$ cat config.mk
export PLATFORM = sky130hd
export DESIGN_NAME = pqa_port_arbiter
export DESIGN_NICKNAME = d
export VERILOG_FILES = /design/src/pqa_pkg.sv /design/src/pqa_port_arbiter.sv
export SDC_FILE = /design/constraint.sdc
export NUM_CORES = 2
export LEC_CHECK = 0
export BUFFER_PORTS_ARGS = -buffer_cell sky130_fd_sc_hd__buf_2
export CAP_MARGIN = 15
export CELL_PAD_IN_SITES_DETAIL_PLACEMENT = 0
export CELL_PAD_IN_SITES_GLOBAL_PLACEMENT = 1
export CORE_ASPECT_RATIO = 0.5
export CORE_UTILIZATION = 46
export DETAILED_ROUTE_END_ITERATION = 7
export GPL_ROUTABILITY_DRIVEN = 0
export PLACE_DENSITY_LB_ADDON = 0.1
export SETUP_SLACK_MARGIN = 0.5
export SYNTH_ARGS = -nofsm -noshare
export SYNTH_HDL_FRONTEND = slang
export SYNTH_SLANG_ARGS = --single-unit
$ cat constraint.sdc
create_clock -name clk -period 5.82 [get_ports clk]
set_clock_uncertainty 0.15 [all_clocks]
set_input_delay 1.164 -clock clk [delete_from_list [all_inputs] [get_ports clk]]
set_output_delay 1.164 -clock clk [all_outputs]
set_load 0.01 [all_outputs]
$ cat src/pqa_pkg.sv
// Purpose: shared constants and types of the port i2c arbiter
// Assumes: 25 MHz system clock
// Notes: counts derive from the printed times and rates
package pqa_pkg;
    localparam int NPORT = 4;
    localparam int CLK_HZ = 25_000_000;
    localparam int SCL_MIN_HZ = 100_000;
    localparam int SCL_MAX_HZ = 400_000;
    // quarter periods of the downstream clock, in system clocks
    localparam logic [6:0] QDIV_SLOW = 7'(CLK_HZ / (4 * SCL_MIN_HZ));
    localparam logic [6:0] QDIV_FAST = 7'((CLK_HZ + 4 * SCL_MAX_HZ - 1) / (4 * SCL_MAX_HZ));
    localparam int INT_LAT_US = 50;
    localparam int INT_LAT_CYC = INT_LAT_US * (CLK_HZ / 1_000_000);
    localparam int SCL_STUCK_MS = 35;
    localparam int SCL_STUCK_CYC = SCL_STUCK_MS * (CLK_HZ / 1000);
    localparam logic [7:0] DEV0_RST = 8'hA0;
    localparam logic [7:0] DEV1_RST = 8'hA2;
    localparam logic [3:0] ACK_BIT = 4'h8;
    localparam logic [1:0] STEP_ADDR = 2'h0;
    localparam logic [1:0] STEP_OFF = 2'h1;
    localparam logic [1:0] STEP_DATA = 2'h2;
    localparam logic [1:0] STEP_RDATA = 2'h3;
    typedef enum logic [1:0] {E_IDLE, E_START, E_BIT, E_STOP} pqa_eng_e;
    typedef enum logic [2:0] {O_NONE, O_REM, O_IP, O_SW, O_PF} pqa_own_e;
endpackage

$ cat src/pqa_port_arbiter.sv
// Purpose: four downstream i2c masters with per-port access arbitration
// Assumes: host side already decoded into request ports
// Notes: each arbitrated unit is one byte transaction
module pqa_port_arbiter
    import pqa_pkg::*;
#(
    parameter int SCL_STUCK_DEF = SCL_STUCK_CYC
) (
    // clock and reset
    input wire logic clk,
    input wire logic rst_b,
    // downstream buses, open drain
    input wire logic [NPORT-1:0] scl_i,
    output logic [NPORT-1:0] scl_o_q,
    output logic [NPORT-1:0] scl_oe_q,
    input wire logic [NPORT-1:0] sda_i,
    output logic [NPORT-1:0] sda_o_q,
    output logic [NPORT-1:0] sda_oe_q,
    // status pins and port configuration
    input wire logic [NPORT-1:0][2:0] stat_pin,
    input wire logic [NPORT-1:0][2:0] rise_en,
    input wire logic [NPORT-1:0][2:0] fall_en,
    input wire logic [NPORT-1:0] int_clr,
    input wire logic [NPORT-1:0] port_rst,
    input wire logic [NPORT-1:0][19:0] stuck_lim,
    input wire logic [NPORT-1:0][6:0] qdiv,
    // host interrupt and flags
    output logic host_int_o_q,
    output logic host_int_oe_q,
    output logic [NPORT-1:0] int_flag_q,
    output logic [NPORT-1:0] scl_stuck_q,
    // address map
    input wire logic map_we,
    input wire logic map_sel,
    input wire logic [7:0] map_addr,
    // remote access
    input wire logic rem_req,
    input wire logic [1:0] rem_port,
    input wire logic rem_dsel,
    input wire logic rem_rw,
    input wire logic [7:0] rem_off,
    input wire logic [7:0] rem_wdata,
    output logic [NPORT-1:0] rem_pend_q,
    // interrupt-driven prefetch
    input wire logic [NPORT-1:0] ip_req,
    input wire logic [NPORT-1:0] ip_dsel,
    input wire logic [NPORT-1:0][7:0] ip_off,
    input wire logic [NPORT-1:0][4:0] ip_len,
    // scheduled write
    input wire logic [NPORT-1:0] sw_req,
    input wire logic [NPORT-1:0] sw_dsel,
    input wire logic [NPORT-1:0][7:0] sw_off,
    input wire logic [NPORT-1:0][7:0] sw_data,
    // periodic prefetch
    input wire logic [NPORT-1:0] pf_start,
    input wire logic [NPORT-1:0] pf_stop,
    input wire logic [NPORT-1:0] pf_due,
    input wire logic [NPORT-1:0] pf_dsel,
    input wire logic [NPORT-1:0][7:0] pf_off,
    input wire logic [NPORT-1:0][4:0] pf_len,
    // transfer results
    output logic [NPORT-1:0] xfer_done_q,
    output logic [NPORT-1:0] xfer_nack_q,
    output pqa_own_e xfer_src_q [NPORT],
    output logic [NPORT-1:0][7:0] xfer_off_q,
    output logic [NPORT-1:0][7:0] xfer_data_q
);
    function automatic logic [6:0] eff_div(input logic [6:0] v);
        if (v < QDIV_FAST) return QDIV_FAST;
        if (v > QDIV_SLOW) return QDIV_SLOW;
        return v;
    endfunction

    logic [NPORT-1:0] scl_m_q, scl_s_q, sda_m_q, sda_s_q;
    logic [NPORT-1:0][2:0] pin_m_q, pin_s_q, pin_p_q, pin_ev;
    logic [2:0] arm_q;
    logic [NPORT-1:0] ev_flag_q, ev_flag_d, stuck_d, agg_d, ip_ok, tick;
    logic [NPORT-1:0][19:0] stk_q, stk_d, stk_lim;
    logic host_int_oe_d;
    pqa_eng_e st_q [NPORT], st_d [NPORT];
    pqa_own_e own_q [NPORT], own_d [NPORT], src_d [NPORT];
    logic [NPORT-1:0][1:0] qtr_q, qtr_d, step_q, step_d;
    logic [NPORT-1:0][6:0] tc_q, tc_d;
    logic [NPORT-1:0][3:0] bit_q, bit_d;
    logic [NPORT-1:0][7:0] sh_q, sh_d, rd_q, rd_d, dev_q, dev_d, off_q, off_d, wd_q, wd_d;
    logic [NPORT-1:0][7:0] rdev_q, rdev_d, rofs_q, rofs_d, rwd_q, rwd_d, doff_d, ddat_d;
    logic [NPORT-1:0] nack_q, nack_d, rw_q, rw_d, rrw_q, rrw_d, scl_oe_d, sda_oe_d;
    logic [NPORT-1:0] rem_pend_d, ip_pend_q, ip_pend_d, sw_pend_q, sw_pend_d;
    logic [NPORT-1:0] pf_en_q, pf_en_d, pf_run_q, pf_run_d, done_d, dnack_d;
    logic [NPORT-1:0][4:0] ip_idx_q, ip_idx_d, pf_idx_q, pf_idx_d;
    logic [7:0] map_q [2], map_d [2];

    // two-stage synchronisers for all pins
    always_ff @(posedge clk) begin
        if (!rst_b) begin
            scl_m_q <= '1;
            scl_s_q <= '1;
            sda_m_q <= '1;
            sda_s_q <= '1;
            pin_m_q <= '0;
            pin_s_q <= '0;
            pin_p_q <= '0;
            arm_q <= '0;
        end else begin
            scl_m_q <= scl_i;
            scl_s_q <= scl_m_q;
            sda_m_q <= sda_i;
            sda_s_q <= sda_m_q;
            pin_m_q <= stat_pin;
            pin_s_q <= pin_m_q;
            pin_p_q <= pin_s_q;
            arm_q <= {arm_q[1:0], 1'b1};
        end
    end

    // event flags, stuck timers and the shared interrupt
    always_comb begin
        ev_flag_d = ev_flag_q;
        stuck_d = scl_stuck_q;
        stk_d = stk_q;
        for (int p = 0; p < NPORT; p++) begin
            stk_lim[p] = (stuck_lim[p] == 20'h00000) ? 20'(SCL_STUCK_DEF) : stuck_lim[p];
            // no edges until the pipe holds real pin levels, so high idle pins stay quiet
            pin_ev[p] = {3{arm_q[2]}} & ((pin_s_q[p] & ~pin_p_q[p] & rise_en[p])
                      | (~pin_s_q[p] & pin_p_q[p] & fall_en[p]));
            if (scl_s_q[p]) stk_d[p] = 20'h00000;
            else if (stk_q[p] != stk_lim[p]) stk_d[p] = stk_q[p] + 20'h00001;
            if (port_rst[p]) stuck_d[p] = 1'b0;
            if (!scl_s_q[p] && stk_q[p] == stk_lim[p]) stuck_d[p] = 1'b1;
            if (int_clr[p]) ev_flag_d[p] = 1'b0;
            // a new event wins over a clear in the same cycle
            if (|pin_ev[p] || ip_ok[p]) ev_flag_d[p] = 1'b1;
            agg_d[p] = ev_flag_d[p] | stuck_d[p];
        end
        host_int_oe_d = |int_flag_q;
    end

    always_ff @(posedge clk) begin
        if (!rst_b) begin
            ev_flag_q <= '0;
            scl_stuck_q <= '0;
            stk_q <= '0;
            int_flag_q <= '0;
            host_int_oe_q <= 1'b0;
            host_int_o_q <= 1'b0;
            scl_o_q <= '0;
            sda_o_q <= '0;
        end else begin
            ev_flag_q <= ev_flag_d;
            scl_stuck_q <= stuck_d;
            stk_q <= stk_d;
            int_flag_q <= agg_d;
            host_int_oe_q <= host_int_oe_d;
            host_int_o_q <= 1'b0;
            scl_o_q <= '0;
            sda_o_q <= '0;
        end
    end

    // byte engines and per-port arbitration
    always_comb begin
        st_d = st_q; own_d = own_q; qtr_d = qtr_q; tc_d = tc_q; bit_d = bit_q;
        step_d = step_q; sh_d = sh_q; rd_d = rd_q; nack_d = nack_q; dev_d = dev_q;
        rw_d = rw_q; off_d = off_q; wd_d = wd_q; scl_oe_d = scl_oe_q; sda_oe_d = sda_oe_q;
        rem_pend_d = rem_pend_q; rdev_d = rdev_q; rrw_d = rrw_q; rofs_d = rofs_q;
        rwd_d = rwd_q; ip_pend_d = ip_pend_q; ip_idx_d = ip_idx_q; sw_pend_d = sw_pend_q;
        pf_en_d = pf_en_q; pf_run_d = pf_run_q; pf_idx_d = pf_idx_q;
        done_d = '0; dnack_d = xfer_nack_q; src_d = xfer_src_q; doff_d = xfer_off_q;
        ddat_d = xfer_data_q; ip_ok = '0; map_d = map_q;
        if (map_we) map_d[map_sel] = map_addr;
        for (int p = 0; p < NPORT; p++) begin
            // at or above, so a divider lowered mid-transfer cannot let the count wrap
            tick[p] = tc_q[p] >= eff_div(qdiv[p]) - 7'h01;
            tc_d[p] = (st_q[p] == E_IDLE || tick[p]) ? 7'h00 : tc_q[p] + 7'h01;
            unique case (st_q[p])
                E_IDLE: begin
                    qtr_d[p] = 2'h0;
                    step_d[p] = STEP_ADDR;
                    nack_d[p] = 1'b0;
                    // grants only at byte boundaries, one source at a time
                    if (ip_pend_q[p] && ip_idx_q[p] != 5'h00) own_d[p] = O_IP;
                    else if (rem_pend_q[p]) own_d[p] = O_REM;
                    else if (ip_pend_q[p]) own_d[p] = O_IP;
                    else if (sw_pend_q[p]) own_d[p] = O_SW;
                    else if (pf_run_q[p]) own_d[p] = O_PF;
                    else own_d[p] = O_NONE;
                    if (own_d[p] != O_PF) pf_idx_d[p] = 5'h00;
                    if (own_d[p] == O_REM) begin
                        dev_d[p] = rdev_q[p];
                        rw_d[p] = rrw_q[p];
                        off_d[p] = rofs_q[p];
                        wd_d[p] = rwd_q[p];
                    end else if (own_d[p] == O_IP) begin
                        dev_d[p] = map_q[ip_dsel[p]];
                        rw_d[p] = 1'b1;
                        off_d[p] = ip_off[p] + {3'h0, ip_idx_q[p]};
                    end else if (own_d[p] == O_SW) begin
                        dev_d[p] = map_q[sw_dsel[p]];
                        rw_d[p] = 1'b0;
                        off_d[p] = sw_off[p];
                        wd_d[p] = sw_data[p];
                    end else begin
                        dev_d[p] = map_q[pf_dsel[p]];
                        rw_d[p] = 1'b1;
                        off_d[p] = pf_off[p] + {3'h0, pf_idx_q[p]};
                    end
                    if (own_d[p] != O_NONE) st_d[p] = E_START;
                end
                E_START: if (tick[p]) begin
                    unique case (qtr_q[p])
                        2'h0: begin sda_oe_d[p] = 1'b0; qtr_d[p] = 2'h1; end
                        2'h1: begin scl_oe_d[p] = 1'b0; qtr_d[p] = 2'h2; end
                        2'h2: if (scl_s_q[p]) begin
                            sda_oe_d[p] = 1'b1;
                            qtr_d[p] = 2'h3;
                        end
                        2'h3: begin
                            scl_oe_d[p] = 1'b1;
                            qtr_d[p] = 2'h0;
                            bit_d[p] = 4'h0;
                            sh_d[p] = {dev_q[p][7:1], step_q[p] != STEP_ADDR};
                            st_d[p] = E_BIT;
                        end
                    endcase
                end
                E_BIT: if (tick[p]) begin
                    unique case (qtr_q[p])
                        2'h0: begin
                            sda_oe_d[p] = (bit_q[p] == ACK_BIT || step_q[p] == STEP_RDATA)
                                        ? 1'b0 : ~sh_q[p][7];
                            qtr_d[p] = 2'h1;
                        end
                        2'h1: begin scl_oe_d[p] = 1'b0; qtr_d[p] = 2'h2; end
                        2'h2: if (scl_s_q[p]) begin
                            if (bit_q[p] != ACK_BIT && step_q[p] == STEP_RDATA)
                                rd_d[p] = {rd_q[p][6:0], sda_s_q[p]};
                            if (bit_q[p] == ACK_BIT && step_q[p] != STEP_RDATA)
                                nack_d[p] = sda_s_q[p];
                            qtr_d[p] = 2'h3;
                        end
                        2'h3: begin
                            scl_oe_d[p] = 1'b1;
                            qtr_d[p] = 2'h0;
                            if (bit_q[p] != ACK_BIT) begin
                                bit_d[p] = bit_q[p] + 4'h1;
                                sh_d[p] = {sh_q[p][6:0], 1'b0};
                            end else if (nack_q[p] || step_q[p] == STEP_RDATA
                                         || (step_q[p] == STEP_DATA && !rw_q[p])) begin
                                st_d[p] = E_STOP;
                            end else if (step_q[p] == STEP_OFF && rw_q[p]) begin
                                step_d[p] = STEP_DATA;
                                st_d[p] = E_START;
                            end else begin
                                step_d[p] = step_q[p] + 2'h1;
                                bit_d[p] = 4'h0;
                                sh_d[p] = (step_q[p] == STEP_ADDR) ? off_q[p] : wd_q[p];
                            end
                        end
                    endcase
                end
                E_STOP: if (tick[p]) begin
                    unique case (qtr_q[p])
                        2'h0: begin sda_oe_d[p] = 1'b1; qtr_d[p] = 2'h1; end
                        2'h1: begin scl_oe_d[p] = 1'b0; qtr_d[p] = 2'h2; end
                        2'h2: if (scl_s_q[p]) qtr_d[p] = 2'h3;
                        2'h3: begin
                            sda_oe_d[p] = 1'b0;
                            st_d[p] = E_IDLE;
                            done_d[p] = 1'b1;
                            dnack_d[p] = nack_q[p];
                            src_d[p] = own_q[p];
                            doff_d[p] = off_q[p];
                            ddat_d[p] = rd_q[p];
                            unique case (own_q[p])
                                O_REM: rem_pend_d[p] = 1'b0;
                                O_SW: sw_pend_d[p] = 1'b0;
                                O_IP: if (nack_q[p] || ip_idx_q[p] == ip_len[p]) begin
                                    ip_pend_d[p] = 1'b0;
                                    ip_idx_d[p] = 5'h00;
                                    ip_ok[p] = !nack_q[p];
                                end else begin
                                    ip_idx_d[p] = ip_idx_q[p] + 5'h01;
                                end
                                O_PF: if (nack_q[p] || pf_idx_q[p] == pf_len[p]) begin
                                    pf_run_d[p] = 1'b0;
                                    pf_idx_d[p] = 5'h00;
                                end else begin
                                    pf_idx_d[p] = pf_idx_q[p] + 5'h01;
                                end
                                default: ;
                            endcase
                        end
                    endcase
                end
            endcase
            // requests queue here and wait for the engine to go idle
            if (rem_req && rem_port == 2'(p) && !rem_pend_q[p]) begin
                rem_pend_d[p] = 1'b1;
                rdev_d[p] = map_q[rem_dsel];
                rrw_d[p] = rem_rw;
                rofs_d[p] = rem_off;
                rwd_d[p] = rem_wdata;
            end
            if (ip_req[p]) ip_pend_d[p] = 1'b1;
            if (sw_req[p]) sw_pend_d[p] = 1'b1;
            if (pf_start[p]) pf_en_d[p] = 1'b1;
            if (pf_due[p] && pf_en_q[p]) pf_run_d[p] = 1'b1;
            if (pf_stop[p] || port_rst[p]) begin
                pf_en_d[p] = 1'b0;
                pf_run_d[p] = 1'b0;
            end
            if (port_rst[p]) begin
                st_d[p] = E_IDLE;
                own_d[p] = O_NONE;
                scl_oe_d[p] = 1'b0;
                sda_oe_d[p] = 1'b0;
                rem_pend_d[p] = 1'b0;
                ip_pend_d[p] = 1'b0;
                sw_pend_d[p] = 1'b0;
                ip_idx_d[p] = 5'h00;
                pf_idx_d[p] = 5'h00;
            end
        end
    end

    always_ff @(posedge clk) begin
        if (!rst_b) begin
            st_q <= '{default: E_IDLE}; own_q <= '{default: O_NONE};
            xfer_src_q <= '{default: O_NONE}; qtr_q <= '0; tc_q <= '0; bit_q <= '0;
            step_q <= '0; sh_q <= '0; rd_q <= '0; nack_q <= '0; dev_q <= '0; rw_q <= '0;
            off_q <= '0; wd_q <= '0; scl_oe_q <= '0; sda_oe_q <= '0; rem_pend_q <= '0;
            rdev_q <= '0; rrw_q <= '0; rofs_q <= '0; rwd_q <= '0; ip_pend_q <= '0;
            ip_idx_q <= '0; sw_pend_q <= '0; pf_en_q <= '0; pf_run_q <= '0; pf_idx_q <= '0;
            xfer_done_q <= '0; xfer_nack_q <= '0; xfer_off_q <= '0; xfer_data_q <= '0;
            map_q[0] <= DEV0_RST;
            map_q[1] <= DEV1_RST;
        end else begin
            st_q <= st_d; own_q <= own_d; xfer_src_q <= src_d; qtr_q <= qtr_d; tc_q <= tc_d;
            bit_q <= bit_d; step_q <= step_d; sh_q <= sh_d; rd_q <= rd_d; nack_q <= nack_d;
            dev_q <= dev_d; rw_q <= rw_d; off_q <= off_d; wd_q <= wd_d; scl_oe_q <= scl_oe_d;
            sda_oe_q <= sda_oe_d; rem_pend_q <= rem_pend_d; rdev_q <= rdev_d; rrw_q <= rrw_d;
            rofs_q <= rofs_d; rwd_q <= rwd_d; ip_pend_q <= ip_pend_d; ip_idx_q <= ip_idx_d;
            sw_pend_q <= sw_pend_d; pf_en_q <= pf_en_d; pf_run_q <= pf_run_d;
            pf_idx_q <= pf_idx_d; xfer_done_q <= done_d; xfer_nack_q <= dnack_d;
            xfer_off_q <= doff_d; xfer_data_q <= ddat_d; map_q <= map_d;
        end
    end

    // a synced edge reaches the shared line in two edges, far inside INT_LAT_CYC
    localparam int LAT_CHK = 4;
    logic any_flag;
    assign any_flag = |int_flag_q;

    for (genvar g = 0; g < NPORT; g++) begin : g_chk
        logic idle, ip_mid;
        assign idle = st_q[g] == E_IDLE && !port_rst[g];
        assign ip_mid = ip_pend_q[g] && ip_idx_q[g] != 5'h00;

    end
endmodule

---- Yosys cells after proc, flatten, opt, wreduce, memory -nomap -nowiden ----
Index checks and enable logic that the tools add are counted.
cells by class
  add/sub/neg operators ................... 36
  order comparisons ....................... 27
  equal/unequal tests ..................... 203
  multiplexer cells ....................... 539
  bitwise logic cells ..................... 55
  reductions and logical operators ........ 303
operator list
  operator                 number
  $mux W8                  108
  $mux W1                  205
  $reduce_bool A2 Y1       96
  $mux W2                  72
  $reduce_and A5 Y1        28
  $ne A2 B2 Y1 const B     66
  $mux W5                  24
  $mux W4                  28
  $mux W7                  16
  $add A20 B1 Y20 const B  4
  $eq A20 B20 Y1           4
  $logic_not A20 Y1        4
  $mux W20                 4
  $ne A20 B20 Y1           4
  $ne A3 B3 Y1 const B     25
  $mux W3                  24
  $add A8 B5 Y8            8
  $pmux W2 S4              8
  $pmux W8 S2              4
  $and A3 B3 Y3            20
  $eq A2 B2 Y1 const B     26
  $eq A3 B2 Y1 const B     16
  $pmux W2 S3              8
  $reduce_and A3 Y1        16
  other kinds (45)         345
storage, ports and cells
  register bits after elaboration ......... 664
  word-level logic and storage cells ...... 1315

---- Longest topological paths before layout ----
  depth after elaboration ................. 12
  gate-level depth with buffers ........... 16

---- Least setup slack after synthesis ----
Ideal clock, no wire load.
  path type ............................... input -> register
  start ................................... in qdiv[19] (netlist name)
  end ..................................... reg sh_q[17] (netlist name)
  library setup time ...................... 0.128 ns
  arrival ................................. 4.125 ns
  required time ........................... 5.542 ns
  path slack .............................. 1.417 ns
  stages .................................. 14
  buffers on the path ..................... 3
  cell sequence ........................... or2_2 > a21oi_1 > ha_1 > o21ai_0 > nor3_1 > ha_1 > a2111oi_0 > o21a_1 > clkbuf_1 > or4_1 > clkbuf_1 > buf_1 > mux2i_1 > nor2_1
on the way
  word-level cells in the longest chain between the ends .. 9
ends and longest elaborated chain
  what                             RTL line                 RTL
  start, declared                  pqa_port_arbiter.sv:26   input wire logic [NPORT-1:0][6:0] qdiv,
  $gt A7 B6 Y1                     pqa_port_arbiter.sv:70   if (v > QDIV_SLOW) return QDIV_SLOW;
  $mux W1 (2 in a row)             pqa_port_arbiter.sv:70
  $mux W7                          pqa_port_arbiter.sv:71   return v;
  $mux W7 (*)                      pqa_port_arbiter.sv:70
  $sub A7 B1 Y7 (*)                pqa_port_arbiter.sv:173  tick[p] = tc_q[p] >= eff_div(qdiv[p]) - 7'h01;
  $ge A7 B7 Y1 (*)                 pqa_port_arbiter.sv:173
  $ne A2 B2 Y1 (no line)           --
  $reduce_and A7 Y1 (no line) (*)  --
  end signal, assigned             pqa_port_arbiter.sv:330  step_q <= '0; sh_q <= '0; rd_q <= '0; nack_q <= '0; dev_q <= '0; rw_q <= '0;
  end signal, assigned             pqa_port_arbiter.sv:339  bit_q <= bit_d; step_q <= step_d; sh_q <= sh_d; rd_q <= rd_d; nack_q <= nack_d;
  end, declared                    pqa_port_arbiter.sv:85   logic [NPORT-1:0][7:0] sh_q, sh_d, rd_q, rd_d, dev_q, dev_d, off_q, off_d, wd_q, wd_d;
Mark *: on every way between the ends. The rest lies on a longest branch, timed or not. The select of a mux whose other input is x is not followed.
A chain may end at the register's enable or synchronous reset.

---- Final worst setup path ----
  start ................................... in qdiv[5] (netlist name)
  end ..................................... reg int_flag_q[0]
on the way
  word-level cells in the longest chain between the ends .. 12
ends and longest elaborated chain
  what                    RTL line                 RTL
  $gt A7 B6 Y1            pqa_port_arbiter.sv:70
  $mux W1 (2 in a row)    pqa_port_arbiter.sv:70
  $mux W7                 pqa_port_arbiter.sv:71
  $mux W7 (*)             pqa_port_arbiter.sv:70
  $sub A7 B1 Y7 (*)       pqa_port_arbiter.sv:173
  $ge A7 B7 Y1 (*)        pqa_port_arbiter.sv:173
  $mux W1 (*)             pqa_port_arbiter.sv:261  E_STOP: if (tick[p]) begin
  $mux W1 (*)             pqa_port_arbiter.sv:175  unique case (st_q[p])
  $logic_or A1 B1 Y1 (*)  pqa_port_arbiter.sv:132  if (|pin_ev[p] || ip_ok[p]) ev_flag_d[p] = 1'b1;
  $mux W1 (*)             pqa_port_arbiter.sv:132
  $or A1 B1 Y1 (*)        pqa_port_arbiter.sv:133  agg_d[p] = ev_flag_d[p] | stuck_d[p];
  end signal, assigned    pqa_port_arbiter.sv:152  int_flag_q <= agg_d;
  end, declared           pqa_port_arbiter.sv:30   output logic [NPORT-1:0] int_flag_q,
Marks and branches as above.

==> flow_summary.yaml <==
routing:
  wire_per_inst_um: 18.6
  route.vias.total: 32400
  route.antenna.remaining_nets: 0
  drc: 0
  drt-total-wl_um: 106000
  vias_per_cell: 5.71
  drtPass1Iterations: 6
  dr.first_iter.drc_count: 2378
synth:
  synth-async-reset-ratio: 0
  synth_ff_type: "dfxtp_1"
  synth_edf_count: 0
  synth_commonest_cells: "dfxtp_1 (654), nand2_1 (571), nor2_1 (396)"
  synthCells: 4256
  ys_ff_latch: 654
  synth_top_area_share: 0.380
  synth.largest_area_cell: "dfxtp_1"
  ys_seq_area_frac: 0.380
  yosys_warnings: 0
  synth_area_leaders: "dfxtp_1 (38%), nand2_1 (6.2%), ha_1 (5.6%)"
  avgSynthCellArea_um2: 8.10
  netlist-cell-type-count: 82
  syn_area_mm2: 0.0345
  yosysMostFrequentCell: "dfxtp_1"
power_and_ir_drop:
  power.share.clock: 0.431
  p_int_w: 0.00743
  seq_power_share: 0.472
  switching_share: 0.256
  comb_power_share: 0.097
  netSwitchingPower_w: 0.00256
  p_leak_nw: 16.1
  p_per_area_mw_per_mm2: 250
  ir_worst_vdd_mv: 0.213
setup_path:
  start_kind: "input pin"
  required_ps: 6200
  rrSetupSlack_ps: 2240
  cp.arrival_ps: 4640
  path_cells: "buf_2 -> or2_2 -> a21oi_1 -> ha_1 -> o22ai_1 -> nor3b_1 -> ha_1 -> a21o_1 -> a21o_1 -> a21oi_1 -> o21ai_1 -> and3_1 -> a41o_1 -> or2_2"
  critPathMaxStageDelay_ps: 400
  end_kind: "flip-flop"
  reg2regPathDepth: 6
  rr_endpoint: "wd_q[5]"
  crit_type: "in -> reg"
  critPathSlowestCell: "a41o_1"
  cp_max_fo: 9
  r2r_start: "st_q[6]"
global_routing:
  grt_overflow: 0
  grt_pass1_wl_um: 165000
  grt_max_degree: 175
  grt_usage: 0.267
  grt_pass1_vias: 30000
  antenna_found_initial: 19
clock_tree:
  cts_max_level: 2
  numCtsBuffers: 60
  cts_setup_buffers: 0
  clk_pin_slew_ps: 70
  cts.sinks: 654
  cts_hold_buf: 0
  cts-root-buf: "clkbuf_16"
  tritoncts: "built"
  post_cts_resized: 0
  cts.path.max_buffers: 3
  insertion_delay_ps: 650
placed_design:
  portBuffers: 496
  place_inst: 5544
  dpl_worst_slack_ps: 954
  place_hpwl_um: 76900
die:
  start_util: 0.468
  num_io_pins: 507
  die_x_um: 389
  dieArea_mm2: 0.0761
  core_area_mm2: 0.0736
  rows: 70
  die_h_um: 196
status:
  outcome: "finished, final reports clean"
min_path:
  worstHoldStart: "sda_m_q[3]"
  worstHoldPathType: "reg -> reg"
  min_to: "sda_s_q[3]"
  min_delay_path_depth: 1
timing:
  setup_tns_ps: 0
  max_freq_mhz: 234
  hold_ws_ps: 246
  finalMaxSlewViolations: 0
  timing_hold_violations_final: 0
  tightest_slew_ps: 1120
  period_share: 0.733
  fin_crit_ps: 4270
  timing.slew.headroom: 0.235
  setup_viol: 0
  rsz0062_at_grt: "false"
  setup_slack_ps: 1550
layout:
  stdcell_count: 5669
  drive_gt1_frac: 0.153
  nNetsFinal: 5190
  area_growth_pct: 15.7
flow_run:
  drv_cap: 0
## final cells by class
type,count,area [µm²]
diodes,9,22.5
clock inverters,34,405
well taps,972,1220
multi-input cells,3219,19900
repair buffers,544,2880
clock buffers,80,1720
fillers,7110,33700
inverters,157,597
flip-flops and latches,654,13100
## power groups by stage
stage                     sequential (W)  clock, W  combinational [W]
after floorplan                  0.00475         0           0.000589
after global placement           0.00481         0           0.000949
after detailed placement         0.00481         0           0.000963
after CTS                        0.00471   0.00439           0.000968
after global routing             0.00472   0.00459            0.00107
final                            0.00471   0.00431           0.000972
## worst max path at each step
stage | start | endpoint | slack (ps) | cells after the start
global placement | qdiv[5] | int_flag_q[0] | 970 | 14
finish | qdiv[5] | int_flag_q[0] | 1550 | 14
global route | qdiv[17] | xfer_nack_q[2] | 1350 | 13
floorplan | qdiv[19] | sh_q[17] | 1420 | 14
detailed placement | qdiv[5] | int_flag_q[0] | 950 | 14
CTS | qdiv[5] | int_flag_q[0] | 1610 | 14
## cell families (layout without fill, tap and decap cells)
| logic type | after synthesis | after routing | share of synthesized area |
|---|---|---|---|
| AOI/OAI and AO/OA | 1017 | 1017 | 0.185 |
| xor gates and xnor gates | 160 | 160 | 0.0407 |
| muxes | 171 | 171 | 0.0504 |
| DFF | 654 | 654 | 0.380 |
| other | 2 | 22 | 0.000218 |
| adders and majority gates | 161 | 161 | 0.0602 |
| buffers and inverters | 394 | 815 | 0.0447 |
| and+or+nand+nor | 1697 | 1697 | 0.239 |
## worst max-delay path: cells and delay by family
kind,cells,cell delay (ps)
adders and majority gates,2,520
buffers and inverters,1,130
and+or+nand+nor,4,1270
AOI/OAI and AO/OA,7,1560
## metal layers
layer | vias to the layer above | global-route usage | part of all wire
met4 | 12 | 0.0731 | 0.024
li1 | 15900 | - | -
met5 | - | 0 | 0.00074
met1 | 15400 | 0.374 | 0.47
met3 | 167 | 0.0454 | 0.062
met2 | 882 | 0.422 | 0.45
## cells in the final DEF (no fill, tap or decap), drive strengths merged, types with 24 or more instances in the layout
cell,count
or4,46
xor2,91
a21oi,382
a31oi,26
o21ai,205
nand3,134
nor2,396
nor2b,45
nor4,37
a211oi,104
mux2i,151
buf,543
or3,62
nand2,571
dfxtp,654
inv,158
nor3,82
a311oi,34
and2,58
xnor2,69
and3,51
nand2b,48
a21o,27
ha,153
o31ai,29
o211ai,37
clkbuf,81
nand4,59
nand3b,24
## through the flow
stage	cell area, µm²	util	total power [W]
2_1_floorplan	34500	-	0.00534
3_3_place_gp	37700	0.512	0.00575
3_5_place_dp	37700	0.512	0.00577
4_1_cts	39800	0.541	0.0101
5_1_grt	39900	0.542	0.0104
6_report	39900	0.542	0.00999
## state kept, by name (all words and copies together), names as in the netlist, 32 cells and up
signal,flops
sh_q,32
xfer_data_q,32
rwd_q,32
wd_q,32
xfer_off_q,32
stk_q,80
rd_q,32
rofs_q,32
off_q,32
Power figures use the tool's default switching activity.
